## src/adai_pkg.sv

```systemverilog
// package: constants, types and helpers for the dram array controller
package adai_pkg;

    // ------------------------------------------------------------
    // clock and timing figures
    // ------------------------------------------------------------
    localparam int unsigned CLK_PS = 10000;

    // cycles for a least time: round up, never below one
    function automatic logic [15:0] nsToCyc(input int unsigned ns);
        int unsigned c;
        c = (ns * 1000 + CLK_PS - 1) / CLK_PS;
        if (c == 0) begin
            c = 1;
        end
        return c[15:0];
    endfunction

    localparam int unsigned ROW_ADDR_HOLD_TIME_NS        = 15;
    localparam int unsigned REFRESH_COL_LEAD_TIME_NS     = 20;
    localparam int unsigned DRIVE_TO_DATA_IN_DELAY_NS    = 30;
    localparam int unsigned DATA_FLOAT_TO_DRIVE_DELAY_NS = 0;
    localparam int unsigned ROW_ACCESS_TIME_NS           = 150;
    localparam int unsigned DRIVE_ACCESS_TIME_NS         = 40;
    localparam int unsigned ROW_PRECHARGE_NS             = 100;
    localparam int unsigned ROW_PULSE_NS                 = 150;
    localparam int unsigned COL_PULSE_NS                 = 75;
    localparam int unsigned COL_PRECHARGE_NS             = 60;
    localparam int unsigned WRITE_PULSE_NS               = 35;
    localparam int unsigned REFRESH_COL_HOLD_NS          = 30;
    localparam int unsigned TEST_COL_PRECHARGE_NS        = 70;
    localparam int unsigned TEST_ROW_PULSE_NS            = 395;
    localparam int unsigned REFRESH_PERIOD_US            = 4000;
    localparam int unsigned POWER_UP_PAUSE_US            = 200;
    localparam int unsigned REFRESH_ROWS                 = 256;
    localparam logic [3:0]  INIT_REFRESHES               = 4'h8;
    localparam int unsigned SYNC_STAGES                  = 2;

    localparam logic [15:0] ROW_HOLD_CYC  = nsToCyc(ROW_ADDR_HOLD_TIME_NS);
    localparam logic [15:0] CBR_LEAD_CYC  = nsToCyc(REFRESH_COL_LEAD_TIME_NS);
    localparam logic [15:0] OE_TO_DIN_CYC = nsToCyc(DRIVE_TO_DATA_IN_DELAY_NS);
    // read sample point: slower of both access paths plus the synchroniser
    localparam logic [15:0] READ_CYC      = nsToCyc(ROW_ACCESS_TIME_NS)
                                            + 16'(SYNC_STAGES);
    localparam logic [15:0] PRE_CYC       = nsToCyc(ROW_PRECHARGE_NS);
    localparam logic [15:0] RAS_CYC       = nsToCyc(ROW_PULSE_NS);
    localparam logic [15:0] CAS_CYC       = nsToCyc(COL_PULSE_NS);
    localparam logic [15:0] CASPRE_CYC    = nsToCyc(COL_PRECHARGE_NS);
    localparam logic [15:0] WP_CYC        = nsToCyc(WRITE_PULSE_NS);
    localparam logic [15:0] CBR_HOLD_CYC  = nsToCyc(REFRESH_COL_HOLD_NS);
    localparam logic [15:0] TST_CASPRE_CYC = nsToCyc(TEST_COL_PRECHARGE_NS);
    localparam logic [15:0] TST_RAS_CYC   = nsToCyc(TEST_ROW_PULSE_NS);
    // per-row refresh spacing, a longest time so it rounds down
    localparam int unsigned REF_ROW_NS    = REFRESH_PERIOD_US * 1000 / REFRESH_ROWS;
    localparam logic [15:0] REF_GAP_CYC   = 16'(REF_ROW_NS * 1000 / CLK_PS);
    localparam int unsigned INIT_WAIT_CYC = POWER_UP_PAUSE_US * 1000000 / CLK_PS;

    // ------------------------------------------------------------
    // types
    // ------------------------------------------------------------
    typedef enum logic [1:0] {OP_READ, OP_WRITE, OP_RMW, OP_TEST} adai_op_e;

    typedef struct packed {
        adai_op_e    op;
        logic [15:0] addr;   // row in the high byte, column in the low byte
        logic [3:0]  wdata;
    } adai_req_s;

    typedef struct packed {
        logic       rasN;
        logic       casN;
        logic       weN;
        logic       oeN;
        logic [7:0] addr;
    } adai_pins_s;

    function automatic logic [7:0] rowOf(input logic [15:0] a);
        return a[15:8];
    endfunction

    function automatic logic [7:0] colOf(input logic [15:0] a);
        return a[7:0];
    endfunction

endpackage

```

## src/adai_ctrl.sv

```systemverilog
// module: controller driving a 64k x 4 multiplexed-address dram array
//
// Notes on behaviour
// - row byte latched by falling row strobe, then column byte by column strobe.
// - column strobe may drop once row hold time passed and column is on pins.
// - hold data around the strobing edge: column strobe or write-select.
// - in modify-write, output-drive high well before write data is driven.
// - page mode keeps row strobe low over several column cycles in one row.
// - every one of 256 rows refreshed at least once per 4 ms.
// - row-only refresh strobes each row with column strobe held high.
// - column strobe low before row strobe gives counter-addressed refresh.
// - hidden refresh keeps column strobe low after a read and cycles row strobe.
// - counter test flow: init counter, write rows, test-cycle check, complement.
// - after power-up wait 200 us then eight refresh cycles before use.
`timescale 1ns/1ps
`default_nettype none

module adai_ctrl #(
    parameter int unsigned INIT_WAIT_CYC = adai_pkg::INIT_WAIT_CYC
) (
    // clock, reset and enable
    input  wire logic               mclk,
    input  wire logic               reset,
    input  wire logic               ce,
    // request side
    input  wire logic               reqValid,
    input  wire adai_pkg::adai_req_s reqIn,
    output logic                    reqReady,
    input  wire logic               useRasOnly,
    // answer side
    output logic                    rspValid,
    output logic [3:0]              rspData,
    // array pins
    output var adai_pkg::adai_pins_s pins,
    output logic [3:0]              dqOut,
    output logic                    dqOe,
    input  wire logic [3:0]         dqIn
);

    // ------------------------------------------------------------
    // state and registers
    // ------------------------------------------------------------
    typedef enum logic [3:0] {
        ST_PWR, ST_IDLE, ST_ROW, ST_COL, ST_CAS, ST_RMW_OE, ST_RMW_WE, ST_CASUP,
        ST_OPEN, ST_PRE, ST_HID_RP, ST_RFR, ST_CBR_LEAD, ST_CBR_RAS, ST_TST_UP
    } adai_state_e;

    adai_state_e          stReg, stNext;
    adai_pkg::adai_pins_s pinsReg, pinsNext;
    adai_pkg::adai_req_s  opReg, opNext;
    logic [15:0]          timerReg, timerNext;
    logic [3:0]           dqOutReg, dqOutNext;
    logic                 dqOeReg, dqOeNext;
    logic                 rspValidReg, rspValidNext;
    logic [3:0]           rspDataReg, rspDataNext;
    logic [3:0]           initLeftReg, initLeftNext;
    logic                 testReg, testNext;
    logic [7:0]           refRowReg, refRowNext;
    logic [15:0]          refCntReg;
    logic                 refPendReg;
    logic [15:0]          refAgeReg;
    logic [3:0]           dqSync;

    // ------------------------------------------------------------
    // decode
    // ------------------------------------------------------------
    wire logic timerDone = (timerReg == 16'h0000);
    wire logic refTick   = (refCntReg == adai_pkg::REF_GAP_CYC - 16'h0001);
    wire logic isRead    = (opReg.op != adai_pkg::OP_WRITE);
    wire logic rowHit    = (adai_pkg::rowOf(reqIn.addr) == adai_pkg::rowOf(opReg.addr));
    wire logic idleTake  = (stReg == ST_IDLE) && (initLeftReg == 4'h0) && !refPendReg;
    wire logic pageTake  = (stReg == ST_OPEN) && !refPendReg && rowHit
                           && (reqIn.op != adai_pkg::OP_TEST);
    wire logic refStart  = (stNext == ST_RFR || stNext == ST_CBR_LEAD || stNext == ST_HID_RP)
                           && (stReg != stNext) && !testNext;

    assign reqReady = idleTake || pageTake;
    assign pins     = pinsReg;
    assign dqOut    = dqOutReg;
    assign dqOe     = dqOeReg;
    assign rspValid = rspValidReg;
    assign rspData  = rspDataReg;

    // data pins pass two flops before the sampling logic
    adai_sync #(.WIDTH(4)) dqSyncInst (
        .mclk    (mclk),
        .reset   (reset),
        .ce      (ce),
        .pinIn   (dqIn),
        .syncOut (dqSync)
    );

    // ------------------------------------------------------------
    // sequencer
    // ------------------------------------------------------------
    always_comb begin
        stNext       = stReg;
        pinsNext     = pinsReg;
        opNext       = opReg;
        timerNext    = timerDone ? timerReg : timerReg - 16'h0001;
        dqOutNext    = dqOutReg;
        dqOeNext     = dqOeReg;
        rspValidNext = 1'b0;
        rspDataNext  = rspDataReg;
        initLeftNext = initLeftReg;
        testNext     = testReg;
        refRowNext   = refRowReg;
        case (stReg)
            ST_PWR: begin
                if (timerDone) begin
                    stNext = ST_IDLE;
                end
            end
            ST_IDLE, ST_OPEN: begin
                if (stReg == ST_IDLE && (initLeftReg != 4'h0 || refPendReg)) begin
                    // init burst and periodic refresh share one path
                    if (initLeftReg != 4'h0) begin
                        initLeftNext = initLeftReg - 4'h1;
                    end
                    if (useRasOnly) begin
                        stNext         = ST_RFR;
                        pinsNext.addr  = refRowReg;
                        pinsNext.rasN  = 1'b0;
                        refRowNext     = refRowReg + 8'h01;
                        timerNext      = adai_pkg::RAS_CYC - 16'h0001;
                    end else begin
                        stNext        = ST_CBR_LEAD;
                        pinsNext.casN = 1'b0;
                        timerNext     = adai_pkg::CBR_LEAD_CYC - 16'h0001;
                    end
                end else if (reqValid && reqReady) begin
                    opNext = reqIn;
                    if (reqIn.op == adai_pkg::OP_TEST) begin
                        // counter test opens with a counter refresh
                        testNext      = 1'b1;
                        stNext        = ST_CBR_LEAD;
                        pinsNext.casN = 1'b0;
                        timerNext     = adai_pkg::CBR_LEAD_CYC - 16'h0001;
                    end else if (stReg == ST_OPEN) begin
                        stNext = ST_COL;   // row stays latched
                    end else begin
                        stNext        = ST_ROW;
                        pinsNext.addr = adai_pkg::rowOf(reqIn.addr);
                        pinsNext.rasN = 1'b0;
                        timerNext     = adai_pkg::ROW_HOLD_CYC - 16'h0001;
                    end
                end else if (stReg == ST_OPEN) begin
                    // close the page: refresh due, another row or a counter test wanted
                    if (refPendReg || reqValid) begin
                        stNext        = ST_PRE;
                        pinsNext.rasN = 1'b1;
                        timerNext     = adai_pkg::PRE_CYC - 16'h0001;
                    end
                end
            end
            ST_ROW: begin
                if (timerDone) begin
                    stNext = ST_COL;   // row hold met before column goes on
                end
            end
            ST_COL: begin
                // column onto the pins one cycle before the strobe falls
                stNext        = ST_CAS;
                pinsNext.addr = adai_pkg::colOf(opReg.addr);
                pinsNext.weN  = isRead;
                dqOeNext      = !isRead;  // early write data set up now
                dqOutNext     = opReg.wdata;
                timerNext     = adai_pkg::CAS_CYC;
            end
            ST_TST_UP: begin
                if (timerDone) begin
                    stNext = ST_COL;   // second column fall carries the column
                end
            end
            ST_CAS: begin
                if (pinsReg.casN) begin
                    pinsNext.casN = 1'b0;
                    pinsNext.oeN  = !isRead;   // early write leaves drive high
                    timerNext     = isRead ? adai_pkg::READ_CYC : adai_pkg::CAS_CYC;
                end else if (timerDone) begin
                    if (isRead) begin
                        rspValidNext = 1'b1;
                        rspDataNext  = dqSync;
                    end
                    if (opReg.op == adai_pkg::OP_RMW || opReg.op == adai_pkg::OP_TEST) begin
                        stNext       = ST_RMW_OE;
                        pinsNext.oeN = 1'b1;
                        timerNext    = adai_pkg::OE_TO_DIN_CYC - 16'h0001;
                    end else if (opReg.op == adai_pkg::OP_READ && refPendReg && !useRasOnly) begin
                        // column strobe stays low, read data stays on pins
                        stNext        = ST_HID_RP;
                        pinsNext.rasN = 1'b1;
                        timerNext     = adai_pkg::PRE_CYC - 16'h0001;
                    end else begin
                        stNext = ST_CASUP;
                    end
                end
            end
            ST_RMW_OE: begin
                if (timerDone) begin
                    // data goes out a cycle before write-select falls
                    stNext    = ST_RMW_WE;
                    dqOeNext  = 1'b1;
                    dqOutNext = opReg.wdata;
                end
            end
            ST_RMW_WE: begin
                if (pinsReg.weN) begin
                    // write-select strobes data that already stands
                    pinsNext.weN = 1'b0;
                    timerNext    = adai_pkg::WP_CYC - 16'h0001;
                end else if (timerDone) begin
                    stNext = ST_CASUP;
                end
            end
            ST_CASUP: begin
                if (!pinsReg.casN || pinsReg.oeN == 1'b0) begin
                    pinsNext.casN = 1'b1;
                    pinsNext.oeN  = 1'b1;
                    pinsNext.weN  = 1'b1;
                    dqOeNext      = 1'b0;
                    // counter test row pulse is far longer than a page gap
                    timerNext     = testReg ? adai_pkg::TST_RAS_CYC
                                            : adai_pkg::CASPRE_CYC - 16'h0001;
                end else if (timerDone) begin
                    if (testReg) begin
                        testNext      = 1'b0;
                        stNext        = ST_PRE;
                        pinsNext.rasN = 1'b1;
                        timerNext     = adai_pkg::PRE_CYC - 16'h0001;
                    end else begin
                        stNext = ST_OPEN;
                    end
                end
            end
            ST_HID_RP: begin
                if (timerDone) begin
                    stNext        = ST_CBR_RAS;
                    pinsNext.rasN = 1'b0;
                    timerNext     = adai_pkg::RAS_CYC - 16'h0001;
                end
            end
            ST_CBR_LEAD: begin
                if (timerDone) begin
                    stNext        = ST_CBR_RAS;
                    pinsNext.rasN = 1'b0;
                    timerNext     = testReg ? adai_pkg::CBR_HOLD_CYC - 16'h0001
                                            : adai_pkg::RAS_CYC - 16'h0001;
                end
            end
            ST_CBR_RAS: begin
                if (timerDone) begin
                    if (testReg) begin
                        stNext        = ST_TST_UP;
                        pinsNext.casN = 1'b1;
                        timerNext     = adai_pkg::TST_CASPRE_CYC - 16'h0001;
                    end else begin
                        stNext        = ST_PRE;
                        pinsNext      = '{rasN: 1'b1, casN: 1'b1, weN: 1'b1, oeN: 1'b1,
                                          addr: pinsReg.addr};
                        timerNext     = adai_pkg::PRE_CYC - 16'h0001;
                    end
                end
            end
            ST_RFR: begin
                if (timerDone) begin
                    stNext        = ST_PRE;
                    pinsNext.rasN = 1'b1;
                    timerNext     = adai_pkg::PRE_CYC - 16'h0001;
                end
            end
            ST_PRE: begin
                pinsNext.casN = 1'b1;
                pinsNext.oeN  = 1'b1;
                pinsNext.weN  = 1'b1;
                dqOeNext      = 1'b0;
                if (timerDone) begin
                    stNext = ST_IDLE;
                end
            end
            default: begin
                stNext = ST_PRE;
            end
        endcase
    end

    // state registers, all strobe pins idle high and address 8'h00 after reset
    always_ff @(posedge mclk) begin
        if (reset) begin
            stReg       <= ST_PWR;
            pinsReg     <= '{rasN: 1'b1, casN: 1'b1, weN: 1'b1, oeN: 1'b1, addr: 8'h00};
            opReg       <= '0;
            timerReg    <= 16'(INIT_WAIT_CYC - 1);
            dqOutReg    <= 4'h0;
            dqOeReg     <= 1'b0;
            rspValidReg <= 1'b0;
            rspDataReg  <= 4'h0;
            initLeftReg <= adai_pkg::INIT_REFRESHES;
            testReg     <= 1'b0;
            refRowReg   <= 8'h00;
        end else if (ce) begin
            stReg       <= stNext;
            pinsReg     <= pinsNext;
            opReg       <= opNext;
            timerReg    <= timerNext;
            dqOutReg    <= dqOutNext;
            dqOeReg     <= dqOeNext;
            rspValidReg <= rspValidNext;
            rspDataReg  <= rspDataNext;
            initLeftReg <= initLeftNext;
            testReg     <= testNext;
            refRowReg   <= refRowNext;
        end
    end

    // refresh pacing: a new tick wins over the clear of the same cycle
    always_ff @(posedge mclk) begin
        if (reset) begin
            refCntReg  <= 16'h0000;
            refPendReg <= 1'b0;
            refAgeReg  <= 16'h0000;
        end else if (ce) begin
            refCntReg  <= refTick ? 16'h0000 : refCntReg + 16'h0001;
            refPendReg <= refTick || (refPendReg && !refStart);
            // power-up pause is not a refresh gap: age starts with the first refresh
            refAgeReg  <= (refStart || stReg == ST_PWR) ? 16'h0000
                        : (refAgeReg == 16'hFFFF ? refAgeReg : refAgeReg + 16'h0001);
        end
    end

    // ------------------------------------------------------------
    // checks
    // ------------------------------------------------------------
    localparam int unsigned REF_AGE_MAX = 2 * adai_pkg::REF_GAP_CYC;
endmodule

`default_nettype wire

```

## src/adai_sync.sv

```systemverilog
// module: two-stage synchroniser for the data pins coming back from the array
`timescale 1ns/1ps
`default_nettype none

module adai_sync #(
    parameter int unsigned WIDTH = 4
) (
    // clock, reset and enable
    input  wire logic             mclk,
    input  wire logic             reset,
    input  wire logic             ce,
    // pin side and synchronised side
    input  wire logic [WIDTH-1:0] pinIn,
    output logic      [WIDTH-1:0] syncOut
);

    logic [WIDTH-1:0] stage1Reg;

    // first stage feeds only the second
    always_ff @(posedge mclk) begin
        if (reset) begin
            stage1Reg <= '0;
            syncOut   <= '0;
        end else if (ce) begin
            stage1Reg <= pinIn;
            syncOut   <= stage1Reg;
        end
    end

endmodule

`default_nettype wire

```

## config.mk

```make
export PLATFORM = sky130hd
export DESIGN_NAME = adai_ctrl
export DESIGN_NICKNAME = d
export VERILOG_FILES = /design/src/adai_pkg.sv /design/src/adai_ctrl.sv /design/src/adai_sync.sv
export SDC_FILE = /design/constraint.sdc
export NUM_CORES = 1
export LEC_CHECK = 0
export ABC_AREA = 0
export BUFFER_PORTS_ARGS = -buffer_cell sky130_fd_sc_hd__buf_2
export CAP_MARGIN = 25
export CORE_UTILIZATION = 29
export DETAILED_ROUTE_END_ITERATION = 10
export GPL_ROUTABILITY_DRIVEN = 0
export PLACE_DENSITY = 0.45
export SYNTH_ARGS = -nofsm -noshare
export SYNTH_HDL_FRONTEND = slang
export SYNTH_HIERARCHICAL = 1
export SYNTH_SLANG_ARGS = --single-unit
```

## constraint.sdc

```tcl
create_clock -name mclk -period 6.55 [get_ports mclk]
set_clock_uncertainty 0.1 [all_clocks]
set_input_delay 0.9825 -clock mclk [delete_from_list [all_inputs] [get_ports mclk]]
set_output_delay 0.9825 -clock mclk [all_outputs]
set_load 0.005 [all_outputs]
```

==> flow_summary.json <==
{
  "status": "finished, final reports clean",
  "intPower_uw": 998,
  "yosysUniqueCellTypes": 67,
  "dr.pass1.iters": 6,
  "antenna_found_initial": 0,
  "ys_ff_latch": 102,
  "die_w_microns": 145,
  "layout-drive-gt1-share": 0.119,
  "num_antenna_cells": 0,
  "layout_commonest_cell": "nand2_1",
  "hold_class": "reg2reg",
  "ff2ff_path_depth": 13,
  "leakagePower_uw": 0.00240,
  "first_iter_violations": 540,
  "fmax_ghz": 0.249,
  "synth.top_cells.by_area": "dfxtp_1 (35%), nand2_1 (6.7%), nor2_1 (6.6%)",
  "ant_nets": 0,
  "synth_top_area_frac": 0.346,
  "powerDensity_nw_per_um2": 217,
  "portBuffers": 53,
  "syn_nets": 817,
  "yosysTopAreaCell": "dfxtp_1",
  "critPathMaxStageDelay_ns": 0.51,
  "ff2ff_setup_slack_ns": 2.53,
  "layout.cells.most_common_list": "nand2_1 (105), nor2_1 (104), dfxtp_1 (102)",
  "post-route-period-util": 0.614,
  "tightest_slew_ns": 0.905,
  "yosys_warnings": 6,
  "cp_max_fo": 26,
  "final_net_count": 841,
  "cts_setup_buffers": 0,
  "seqCellArea_sq_um": 2040,
  "start_util": 0.300,
  "drv_cap": 0,
  "post-place-cells": 1056,
  "async_flop_share": 0,
  "numCtsBuffers": 9,
  "clkSinkCount": 102,
  "multi_input_area_sq_um": 3590,
  "crit_path_top_delay_cell": "or3_1",
  "core_sq_um": 19700,
  "setup_slack_ns": 2.53,
  "ir_worst_vdd_mv": 0.112,
  "cp.arrival_ns": 4.17,
  "postCtsResizedCells": 0,
  "required_ns": 6.69,
  "synth.avg_cell_area_sq_um": 7.59,
  "synthFlopType": "dfxtp_1",
  "end_kind": "flop",
  "viasPerCell": 5.25,
  "holdBufCountCts": 0,
  "crit_start": "timerReg[0]",
  "hpwl_mm": 13.0,
  "synth_cells": 778,
  "clk_latency_ns": 0.37,
  "grt_pass1_wl_mm": 29.2,
  "cts.path.max_buffers": 2,
  "grt_max_degree": 53,
  "vias": 5624,
  "period_needed_ns": 4.02,
  "die_height_microns": 145,
  "cts.htree.levels": 3,
  "track_usage": 0.182,
  "switchingPower_uw": 453,
  "yosysSeqAreaShare": 0.346,
  "fill_cells": 2146,
  "rr_startpoint": "timerReg[0]",
  "rsz0062_at_grt": "no",
  "dieArea_sq_um": 20900,
  "ios": 54,
  "root_buffer": "clkbuf_16",
  "utilization": 0.338,
  "pre_cts_slack_ns": 2.63,
  "seqPwrFrac": 0.454,
  "p_total_uw": 1450,
  "instances_no_fill": 1072,
  "overflow": 0,
  "fp-row-count": 51,
  "drt-wirelength-per-cell_microns": 17.1,
  "power_frac_clock": 0.382,
  "tns_ns": 0,
  "drc": 0,
  "hold_viol": 0,
  "finalSetupViolCount": 0,
  "r2r_end": "timerReg[0]",
  "sw_frac_of_total": 0.312,
  "netlist_area_sq_um": 5910,
  "max_slew_margin": 0.395,
  "drv_slew": 0,
  "crit_type": "reg2reg",
  "tritoncts": "yes",
  "synth_edf_count": 0,
  "comb_power_share": 0.164,
  "routed_wl_mm": 18.3,
  "crit_path_end": "timerReg[0]",
  "grt_pass1_vias": 5311,
  "crit_chain": "inv_1, ha_1, or4b_1, or3_1, nor2_2, buf_4, inv_1, ha_1, nand2b_1, a311oi_1, nand2_1, a311oi_1, a31oi_1",
  "syn2layout_area_growth_pct": 12.9,
  "cp-start-kind": "flop",
  "path_clk_slew_ns": 0.08
}
## cells in the mapped netlist, types with 3 or more instances
cell type / n
inv_1: 16
xnor2_1: 21
nor2_1: 104
mux2i_1: 34
nand3_1: 19
nand2_1: 105
or3_1: 8
a21boi_0: 4
buf_2: 3
or4_4: 3
a211oi_1: 5
ha_1: 8
and3_1: 6
a31oi_1: 10
a221o_1: 3
a311oi_1: 3
nand2b_1: 10
o31ai_1: 8
xor2_1: 20
nor3_1: 25
or4b_1: 3
nor4_1: 11
dfxtp_1: 102
buf_1: 6
a21oi_1: 67
or2_2: 5
clkbuf_1: 39
nand4_1: 16
a41oi_1: 4
o211ai_1: 7
nor2b_1: 7
o21ai_0: 40
a211o_1: 5
o311ai_0: 3
and4_1: 4
## registers in the layout, indices dropped and copies added, names as in the netlist
name,count
pins,12
dqOut,4
testReg,1
dqSyncInst/stage1Reg,4
stReg,4
initLeftReg,4
timerReg,16
refCntReg,16
rspValid,1
dqOe,1
dqSyncInst/syncOut,4
opReg,22
refRowReg,8
refPendReg,1
rspData,4
## cells by family (layout without fill, tap and decap cells)
logic type | Yosys count | in the layout | synth area share
AO/OA/AOI/OAI | 185 | 185 | 0.197
multiplexers | 34 | 34 | 0.0576
buffers and inverters | 68 | 97 | 0.0464
flip-flops | 102 | 102 | 0.346
XOR/XNOR | 41 | 41 | 0.0608
adder cells (fa/ha/maj) | 8 | 8 | 0.0169
AND/OR/NAND/NOR | 340 | 340 | 0.275
## routing by layer
layer / routed length, microns / share of wire / global-route usage
met5: 0 / 0 / 0
met4: 171 / 0.0093 / 0.0393
met3: 1130 / 0.062 / 0.0526
met2: 8140 / 0.45 / 0.276
met1: 8850 / 0.48 / 0.253
## worst min path at each step
stage	from	to	slack [ns]	cells past startpoint
3_3_place_gp	opReg[5]	opReg[5]	0.34	2
2_1_floorplan	opReg[0]	opReg[0]	0.33	2
3_5_place_dp	opReg[3]	opReg[3]	0.35	2
5_1_grt	opReg[8]	opReg[8]	0.38	2
4_1_cts	opReg[3]	opReg[3]	0.36	2
6_report	opReg[3]	opReg[3]	0.36	2
## power groups by stage
| stage | clock [uW] | combinational [uW] | sequential (uW) |
|---|---|---|---|
| 6_report | 554 | 238 | 659 |
| 5_1_grt | 600 | 264 | 662 |
| 4_1_cts | 573 | 236 | 659 |
| 3_5_place_dp | 0 | 235 | 673 |
| 3_3_place_gp | 0 | 237 | 673 |
| 2_1_floorplan | 0 | 168 | 667 |
## metrics by stage
step                hold WS (ns)  instance area [sq um]
floorplan                  0.332                   5910
global placement           0.345                   6370
detailed placement         0.349                   6370
CTS                        0.360                   6670
global route               0.382                   6670
finish                     0.357                   6670
## worst max-delay path: cells and delay by family (launching register included)
kind | cells | cell delay (ns)
AO/OA/AOI/OAI | 3 | 0.65
adder cells (fa/ha/maj) | 2 | 0.71
flip-flops | 1 | 0.37
AND/OR/NAND/NOR | 5 | 1.27
buffers and inverters | 3 | 0.79
## final cells by class
| cell class | count | area share |
|---|---|---|
| Sequential cell | 102 | 0.306 |
| Clock inverter | 7 | 0.0109 |
| Timing Repair Buffer | 63 | 0.0510 |
| Inverter | 18 | 0.0101 |
| Clock buffer | 9 | 0.0338 |
| Tap cell | 265 | 0.0497 |
| Multi-Input combinational cell | 608 | 0.538 |
(Power assumes the default switching activity.)
